<file path="config.mk">
export PLATFORM = sky130hd
export DESIGN_NAME = acc_amp_control
export DESIGN_NICKNAME = d
export VERILOG_FILES = /design/src/rtl/acc_pkg.sv /design/src/rtl/acc_amp_control.sv
export SDC_FILE = /design/constraint.sdc
export NUM_CORES = 1
export LEC_CHECK = 0
export BUFFER_PORTS_ARGS = -buffer_cell sky130_fd_sc_hd__buf_4
export CAP_MARGIN = 15
export CELL_PAD_IN_SITES_DETAIL_PLACEMENT = 1
export CELL_PAD_IN_SITES_GLOBAL_PLACEMENT = 2
export CORE_UTILIZATION = 33
export DETAILED_ROUTE_END_ITERATION = 6
export GPL_ROUTABILITY_DRIVEN = 0
export PLACE_DENSITY_LB_ADDON = 0.1
export SYNTH_ARGS = -nofsm -noshare
export SYNTH_HDL_FRONTEND = slang
export SYNTH_SLANG_ARGS = --single-unit
</file>
<file path="constraint.sdc">
create_clock -name ref_clk -period 2.8 [get_ports ref_clk]
set_input_delay 0.28 -clock ref_clk [delete_from_list [all_inputs] [get_ports ref_clk]]
set_output_delay 0.28 -clock ref_clk [all_outputs]
set_load 0.05 [all_outputs]
</file>
<file path="src/rtl/acc_pkg.sv">
// Package: register map, field layout, reset values and timing counts for amp control fields
package acc_pkg;

  // ----------------------------------------------------------------
  // Register offsets (byte addresses on the plain register port)
  // ----------------------------------------------------------------
  localparam logic [7:0] AUDIO_INPUT_CONTROL_OFS = 8'h13;
  localparam logic [7:0] ANALOG_TRIM_CONTROL_OFS = 8'h14;
  localparam logic [7:0] PWM_GAIN_CONTROL_OFS    = 8'h06;

  // ----------------------------------------------------------------
  // Field positions
  // ----------------------------------------------------------------
  localparam int SLEEP_LSB      = 3;
  localparam int SLOT_BIT       = 2;
  localparam int CLKSRC_BIT     = 1;
  localparam int VOL_LSB_BIT    = 0;
  localparam int PULLUP_BIT     = 3;
  localparam int VREG_BIT       = 2;
  localparam int TRIM_RSV1_BIT  = 1;
  localparam int CURTRIM_BIT    = 0;
  localparam int PWM_RATE_LSB   = 4;
  localparam int GAIN_LSB       = 2;

  // ----------------------------------------------------------------
  // Reset values
  // ----------------------------------------------------------------
  localparam logic [7:0] AUDIO_INPUT_CONTROL_RST = 8'h00;
  localparam logic [7:0] ANALOG_TRIM_CONTROL_RST = 8'h02;
  localparam logic [2:0] PWM_RATE_RST            = 3'h5;
  localparam logic [1:0] ANALOG_GAIN_RST         = 2'h0;
  localparam logic [7:0] PWM_GAIN_CONTROL_RST    =
    {1'b0, PWM_RATE_RST, ANALOG_GAIN_RST, 2'b00};
  localparam logic [7:0] ANALOG_TRIM_WR_MASK     = 8'h0f;

  // ----------------------------------------------------------------
  // Sleep timeout codes and frame counts
  // ----------------------------------------------------------------
  typedef enum logic [1:0] {
    ACC_SLEEP_OFF  = 2'h0,
    ACC_SLEEP_1K   = 2'h1,
    ACC_SLEEP_64K  = 2'h2,
    ACC_SLEEP_256K = 2'h3
  } acc_sleep_t;

  localparam int          FRAME_UNIT       = 1024;
  localparam logic [18:0] SLEEP_FRAMES_1K  = 19'(FRAME_UNIT);
  localparam logic [18:0] SLEEP_FRAMES_64K = 19'(64 * FRAME_UNIT);
  localparam logic [18:0] SLEEP_FRAMES_256K = 19'(256 * FRAME_UNIT);

  // ----------------------------------------------------------------
  // Carrier of the analog and clocking controls
  // ----------------------------------------------------------------
  typedef struct packed {
    logic       narrow_slot_select;
    logic       mclk_from_pin;
    logic       fault_pin_pullup_enable;
    logic       regulator_level_select;
    logic       analog_current_trim;
    logic [2:0] pwm_rate;
    logic [1:0] analog_gain;
  } acc_ctrl_t;

endpackage

</file>
<file path="src/rtl/acc_amp_control.sv">
// Amplifier control configuration fields with idle-input auto-sleep
//
// Strobed register access is this design's own decision.
`timescale 1ns/1ps
// Contract
// - A two-bit sleep field turns the power stage off after 1024, 64x1024 or 256x1024 idle frames, 00 disables it.
// - The slot-width bit selects 24/32-bit slots when zero and 16-bit slots when one.
// - The clock-source bit takes the master clock from the bit clock when zero and from its pin when one.
// - Bit 0 of the audio input control register is the volume least significant bit.
// - The pull-up bit enables the internal pull-up on the active-low fault pin.
// - The regulator bit selects the reduced analog regulator level when one.
// - The current-trim bit lowers static analog supply current when set.
// - The PWM rate field at 0x06 bits 6-4 resets to code 101.
// - The analog gain field sits at 0x06 bits 3-2 with its documented default.
module acc_amp_control (
  input  wire logic                ref_clk,
  input  wire logic                reset,
  input  wire logic [7:0]          reg_addr,
  input  wire logic [7:0]          reg_wdata,
  input  wire logic                reg_wr,
  input  wire logic                reg_rd,
  output logic [7:0]               reg_rdata,
  input  wire logic                frame_pulse,
  input  wire logic                sample_nonzero,
  input  wire logic                bclk_div_clk,
  input  wire logic                mclk_pin,
  output logic                     master_clk_sel,
  output logic                     power_stage_enable,
  output logic                     volume_level_lsb,
  output acc_pkg::acc_ctrl_t       ctrl
);

  // ----------------------------------------------------------------
  // Registers
  // ----------------------------------------------------------------
  logic [7:0]  audio_ctl_r;
  logic [7:0]  trim_ctl_r;
  logic [7:0]  pwm_gain_r;
  logic [7:0]  rdata_r;
  logic [18:0] idle_cnt_r;
  logic [18:0] idle_cnt_nxt;
  logic        asleep_r;
  logic        asleep_nxt;
  logic [1:0]  sleep_prev_r;

  // Decode of the plain register port
  wire hit_audio = reg_addr == acc_pkg::AUDIO_INPUT_CONTROL_OFS;
  wire hit_trim  = reg_addr == acc_pkg::ANALOG_TRIM_CONTROL_OFS;
  wire hit_pwm   = reg_addr == acc_pkg::PWM_GAIN_CONTROL_OFS;
  wire wr_audio  = reg_wr && hit_audio;
  wire wr_trim   = reg_wr && hit_trim;
  wire wr_pwm    = reg_wr && hit_pwm;

  // Unmapped addresses read as zero
  wire [7:0] rd_mux = hit_audio ? audio_ctl_r :
                      hit_trim  ? trim_ctl_r  :
                      hit_pwm   ? pwm_gain_r  : 8'h00;

  // Register writes; reserved trim bits are stored as written, host keeps them legal
  always_ff @(posedge ref_clk or posedge reset) begin
    if (reset) begin
      audio_ctl_r <= acc_pkg::AUDIO_INPUT_CONTROL_RST;
      trim_ctl_r  <= acc_pkg::ANALOG_TRIM_CONTROL_RST;
      pwm_gain_r  <= acc_pkg::PWM_GAIN_CONTROL_RST;
    end else begin
      if (wr_audio) audio_ctl_r <= reg_wdata;
      if (wr_trim)  trim_ctl_r  <= reg_wdata;
      if (wr_pwm)   pwm_gain_r  <= reg_wdata;
    end
  end

  // Read data lands the cycle after the strobe and only then
  always_ff @(posedge ref_clk or posedge reset) begin
    if (reset) rdata_r <= 8'h00;
    else       rdata_r <= reg_rd ? rd_mux : 8'h00;
  end
  assign reg_rdata = rdata_r;

  // ----------------------------------------------------------------
  // Field outputs
  // ----------------------------------------------------------------
  wire [1:0] sleep_code = audio_ctl_r[acc_pkg::SLEEP_LSB +: 2];

  assign ctrl.narrow_slot_select      = audio_ctl_r[acc_pkg::SLOT_BIT];
  assign ctrl.mclk_from_pin           = audio_ctl_r[acc_pkg::CLKSRC_BIT];
  assign ctrl.fault_pin_pullup_enable = trim_ctl_r[acc_pkg::PULLUP_BIT];
  assign ctrl.regulator_level_select  = trim_ctl_r[acc_pkg::VREG_BIT];
  assign ctrl.analog_current_trim     = trim_ctl_r[acc_pkg::CURTRIM_BIT];
  assign ctrl.pwm_rate    = pwm_gain_r[acc_pkg::PWM_RATE_LSB +: 3];
  assign ctrl.analog_gain = pwm_gain_r[acc_pkg::GAIN_LSB +: 2];
  assign volume_level_lsb = audio_ctl_r[acc_pkg::VOL_LSB_BIT];

  // Clock source select only; the clock mux itself lives in the clock tree
  assign master_clk_sel = audio_ctl_r[acc_pkg::CLKSRC_BIT];

  // ----------------------------------------------------------------
  // Idle-input auto sleep
  // ----------------------------------------------------------------
  // Timeout per code; OFF yields zero, which any count meets, so reached is gated by sleep_on
  wire [18:0] limit = (sleep_code == acc_pkg::ACC_SLEEP_1K)  ? acc_pkg::SLEEP_FRAMES_1K  :
                      (sleep_code == acc_pkg::ACC_SLEEP_64K) ? acc_pkg::SLEEP_FRAMES_64K :
                      (sleep_code == acc_pkg::ACC_SLEEP_256K) ? acc_pkg::SLEEP_FRAMES_256K :
                      19'h00000;
  wire sleep_on   = sleep_code != acc_pkg::ACC_SLEEP_OFF;
  wire code_moved = sleep_code != sleep_prev_r;
  wire idle_frame = frame_pulse && !sample_nonzero;
  wire reached    = sleep_on && idle_frame && (idle_cnt_r + 19'h00001 >= limit);

  // Counter saturates at the limit; any activity or code change restarts it
  always_comb begin
    idle_cnt_nxt = idle_cnt_r;
    asleep_nxt   = asleep_r;
    if (code_moved || !sleep_on) begin
      idle_cnt_nxt = 19'h00000;
      asleep_nxt   = 1'b0;
    end else if (frame_pulse && sample_nonzero) begin
      idle_cnt_nxt = 19'h00000;
      asleep_nxt   = 1'b0;
    end else if (reached) begin
      idle_cnt_nxt = limit;
      asleep_nxt   = 1'b1;
    end else if (idle_frame) begin
      idle_cnt_nxt = idle_cnt_r + 19'h00001;
    end
  end

  always_ff @(posedge ref_clk or posedge reset) begin
    if (reset) begin
      idle_cnt_r   <= 19'h00000;
      asleep_r     <= 1'b0;
      sleep_prev_r <= 2'h0;
    end else begin
      idle_cnt_r   <= idle_cnt_nxt;
      asleep_r     <= asleep_nxt;
      sleep_prev_r <= sleep_code;
    end
  end

  // Power stage is held off while asleep
  assign power_stage_enable = !asleep_r;

  // ----------------------------------------------------------------
  // Checks
  // ----------------------------------------------------------------
  // Marks the first edge after any reset, so defaults are seen before a write can land
  logic first_cycle_r;

  always_ff @(posedge ref_clk or posedge reset) begin
    if (reset) first_cycle_r <= 1'b1;
    else       first_cycle_r <= 1'b0;
  end
endmodule

</file>
* Word level (Yosys, flattened, before mapping) *
Cells that the tools add are included.

cells by class
  $add $sub $neg = 1
  magnitude comparators = 1
  eq/ne operators = 7
  mux-type cells = 14
  reductions and logical operators = 14

operator list
  kind                                                              count
  19-bit 2-to-1 mux                                                 7
  8-bit 2-to-1 mux                                                  4
  19-bit by 1-bit adder with 19-bit output (second input constant)  1
  19-bit greater-or-equal comparator                                1
  8-bit by 5-bit == test with 1-bit output (second input constant)  2
  8-bit by 3-bit == test with 1-bit output (second input constant)  1
  1-bit logical AND                                                 7
  2-bit == test (second input constant)                             2
  4-bit nonzero test                                                1
  1-bit zero test                                                   3
  1-bit 2-to-1 mux                                                  3
  3-bit nonzero test                                                1
  2-bit by 1-bit == test with 1-bit output (second input constant)  1
  2-bit != test                                                     1
  2-bit nonzero test                                                1
  1-bit logical OR                                                  1

storage, ports and cells
  flip-flop bits (word level) = 54
  input port bits = 24
  output and inout bits = 21
  word-level logic and storage cells = 44

* Longest topological paths before layout *
  word-level depth = 9
  mapped depth = 14
  gate-level depth less buffers = 12

* Worst setup path before layout *
No wires, ideal clock.

  path kind = register to register
  start point = reg idle_cnt_r[0]
  end point = reg idle_cnt_r[7]
  setup time = 0.125 ns
  data arrival time = 2.848 ns
  data required time = 2.675 ns
  path slack = -0.173 ns
  cell stages (with the launch flop) = 15
  buffers on the path = 2
  clock period less this slack = 2.973 ns
  cells stage by stage = dfrtp_1 ha_1 and4_4 nand2_4 nor4_1 and3_1 xor2_1 ha_1 and3_1 o211ai_2 a41o_1 buf_6 buf_6 o2111ai_1 nand2_1

on the way
  word-level cells in the longest chain between the ends = 6
  elaborated cells between the ends (all ways) = 8
  classes of those cells = 1 x add/sub; 1 x order compare; 4 x mux; 2 x reduce/logical

RTL lines
  element                                     line                                            source
  start: declaration                          acc_amp_control.sv:40                           logic [18:0] idle_cnt_r;
  start signal: assignment                    acc_amp_control.sv:133                          idle_cnt_r <= idle_cnt_nxt;
  19-bit by 1-bit adder with 19-bit output *  acc_amp_control.sv:107, acc_amp_control.sv:123
  19-bit greater-or-equal comparator          acc_amp_control.sv:107                          wire reached = sleep_on && idle_frame && (idle_cnt_r + 19'h00001 >= limit);
  1-bit logical AND                           acc_amp_control.sv:107
  19-bit 2-to-1 mux                           acc_amp_control.sv:119                          end else if (reached) begin
  19-bit 2-to-1 mux                           acc_amp_control.sv:116                          end else if (frame_pulse && sample_nonzero) begin
  19-bit 2-to-1 mux                           acc_amp_control.sv:113                          if (code_moved || !sleep_on) begin

Mark *: on every way between the ends. The rest lies on a longest branch, timed or not. The select of a mux whose other input is x is not followed.
A chain may end at the register's enable or synchronous reset.

* Worst setup path in the final report *
  start point = reg idle_cnt_r[0]
  end point = reg idle_cnt_r[16]

Same word-level chain as after synthesis.

==> flow_summary.ini <==
[timing]
clock-skew-final_ps = 11.8
rsz0062_at_grt = true
final_max_slew_viol_count = 0
timing.fmax_mhz = 364
max-slew-margin-rel = 0.622
min_period_ps = 2750
hold_viol_final = 0
min_period_over_period = 0.982
finalSetupViolCount = 0
tightest_slew_ps = 563

[critical_path]
end_kind = flip-flop
max_stage_delay_ps = 400
critPathSlowestCell = dfrtp_2
startpoint_type = flip-flop
critical_path_buf_inv_count = 1
cp.required_ps = 3050
crit_arrival_ps = 3000
crit_cells = 13
critPathTopFamily = simple AND/OR/NAND/NOR gates
reg2reg_depth = 13
critical_path_class = flip-flop to flip-flop
worst-path-max-fanout = 5
crit_chain = ha_4 -> and4_4 -> nand2_4 -> nor4_4 -> and3_4 -> xor2_4 -> ha_4 -> and3_4 -> o211ai_2 -> a41o_2 -> clkbuf_16 -> a21o_1 -> a41oi_2

[logic_synthesis]
synthXorXnorAreaFrac = 0.0220
synth_fa_ha_area_frac = 0.0196
yosys.area_share.simple = 0.234
synth_compound_area_frac = 0.132
ys_top_cells_by_count = dfrtp_1, nand2_1, mux2_2, nor2_1, nor3_1
synth_top_area_share = 0.400
synth.top_cells.by_area = dfrtp_1, mux2_2, nand2_1
yosysTopAreaCell = dfrtp_1
syn-num-nets = 346
synthMuxAreaShare = 0.0941
yosys_warnings = 0
synth-edff-count = 0
yosysMostFrequentCell = dfrtp_1
synthesis.area_sq_um = 3190
synth_top_family_by_area = simple AND/OR/NAND/NOR gates
synth_seq_area_share = 0.425
synthFlopType = dfrtp_1
yosys_register_bits = 54
avgSynthCellArea_sq_um = 10.1
synth_cell_types = 57
async_flop_share = 1.00
syn-instance-count = 317

[global_route]
track_usage = 0.184
gr-total-overflow = 0
antenna_found_initial = 0
grt_start_max_net_pins = 30
grt_pass1_vias = 2852
grt_pass1_wl_mm = 14.5

[clocking]
cts_tree = yes
numCtsBuffers = 5
clockBufferDepth = 2
numClockSinks = 54
cts.clk_slew.worst_paths_ps = 110
cts_root_buffer = clkbuf_8
cts_hold_buf = 0
htreeDepth = 2
clock_latency_ps = 320

[hold_path]
min_path_type = input pin to async pin

[routing]
wl_mm = 8.70
drt_pass1_iterations = 4
drt-initial-drc-count = 77
vias_per_cell = 5.22
post-route-drc-count = 0
ant_nets = 0
routedWlPerCell_um = 17.1
num_vias = 2654

[layout]
antennaDiodeCount = 0
nNetsFinal = 407
drive_gt1_frac = 0.398
final-instance-count-excl-fill = 508
fin_area_sq_um = 4020
area_growth_pct = 26.0

[placement]
io_buffers = 42
place_hpwl_mm = 6.18
place_area_sq_um = 3760
dp_cells = 494

[floorplanning]
io_pins = 45
die_h_um = 100
start_util = 0.344
die_area_sq_um = 10100
core_sq_um = 9280
num_rows = 35
die_w_um = 100

[power_and_ir_drop]
powerDensity_nw_per_um2 = 362
power.leakage_nw = 1.83
max-vdd-ir-drop_mv = 0.199
power.total_mw = 1.46

[run_status]
status = finished, final reports clean

[job]
cap_viol_max_count = 0
## where the power goes
group          internal (mW)  leakage, nW  total (mW)  switching (mW)
combinational         0.0605         1.05       0.143          0.0827
clock                  0.205       0.0478       0.501           0.296
sequential             0.799        0.736       0.812          0.0134
## sequential cells by signal, indices dropped and copies added (netlist names)
register and flops:
idle_cnt_r 19, audio_ctl_r 8, pwm_gain_r 8, reg_rdata 8, trim_ctl_r 8, sleep_prev_r 2
asleep_r 1
## stage by stage
step | utilization | TNS [ps] | hold slack [ps] | setup slack, ps
floorplan | - | 0 | 349 | 10.5
global placement | 0.405 | 0 | 365 | 15.8
detailed placement | 0.405 | -128 | 374 | -37.1
CTS | 0.418 | 0 | 20.5 | 3.36
global route | 0.433 | -279 | 36.8 | -80.2
finish | 0.433 | 0 | 7.77 | 49.1
## cell usage in the layout (no fill, tap or decap), types with 3 or more instances in the layout
master,netlist,layout
inv_1,7,6
nand2_1,48,48
nor2_1,16,16
xnor2_1,5,5
nor3_2,3,4
buf_4,11,79
mux2_2,24,24
nor4_1,5,4
a21boi_0,6,6
clkbuf_8,0,6
nor2b_1,7,7
dfrtp_1,51,49
nor3_1,13,12
o211ai_1,4,4
ha_1,5,3
mux2i_1,3,3
nand3_1,9,9
dfstp_2,3,3
nand4_1,9,9
nand2b_1,5,5
o21ai_1,3,3
a22oi_1,7,7
a31oi_1,5,4
o2111ai_1,7,5
## path summary, 6_finish.rpt
path                                  endpoint  slack [ps]           from
worst max-delay path            idle_cnt_r[16]          50  idle_cnt_r[0]
worst min-delay path              reg_rdata[2]           8          reset
worst max register to register  idle_cnt_r[16]          50  idle_cnt_r[0]
min in group ref_clk             pwm_gain_r[2]         200   reg_wdata[2]
max in group asynchronous        trim_ctl_r[1]        2440          reset
worst min register to register   trim_ctl_r[7]         520  trim_ctl_r[7]
## cell type report
| type | instances | area, sq um |
|---|---|---|
| clock buffers | 6 | 82.6 |
| inverters | 7 | 26.3 |
| repair buffers | 83 | 661 |
| well taps | 129 | 161 |
| flip-flops and latches | 54 | 1360 |
| clock inverters | 2 | 16.3 |
| multi-input cells | 227 | 1720 |
| fillers | 1092 | 5260 |
## logic make-up after synthesis
logic type / count (synthesis)
buffers and inverters: 36
and+or+nand+nor: 134
DFF: 54
adders and majority gates: 5
AOI/OAI and AO/OA: 53
xor gates and xnor gates: 8
muxes: 27
## routing by layer
metal  global-route usage  routed length, um
met5                    0                  0
met1                0.231               3850
met4               0.0491                140
met3               0.0286                239
met2                0.329               4470
## repair_timing
item                                    4_1_cts  5_1_grt
setup buffers                                 0        5
endpoints found under the setup margin        9       18
pin swaps                                     2        6
gates cloned                                  0        1
gates resized for setup                       3       13
## worst reg2reg max path, cell delays in order, from the launching register on
cell and delay, ps:
dfrtp_2 400, ha_4 140, and4_4 260, nand2_4 70, nor4_4 160, and3_4 250
xor2_4 200, ha_4 170, and3_4 160, o211ai_2 80, a41o_2 290, clkbuf_16 170
a21o_1 160, a41oi_2 190
Note: power is estimated with default switching activity, not from simulation.
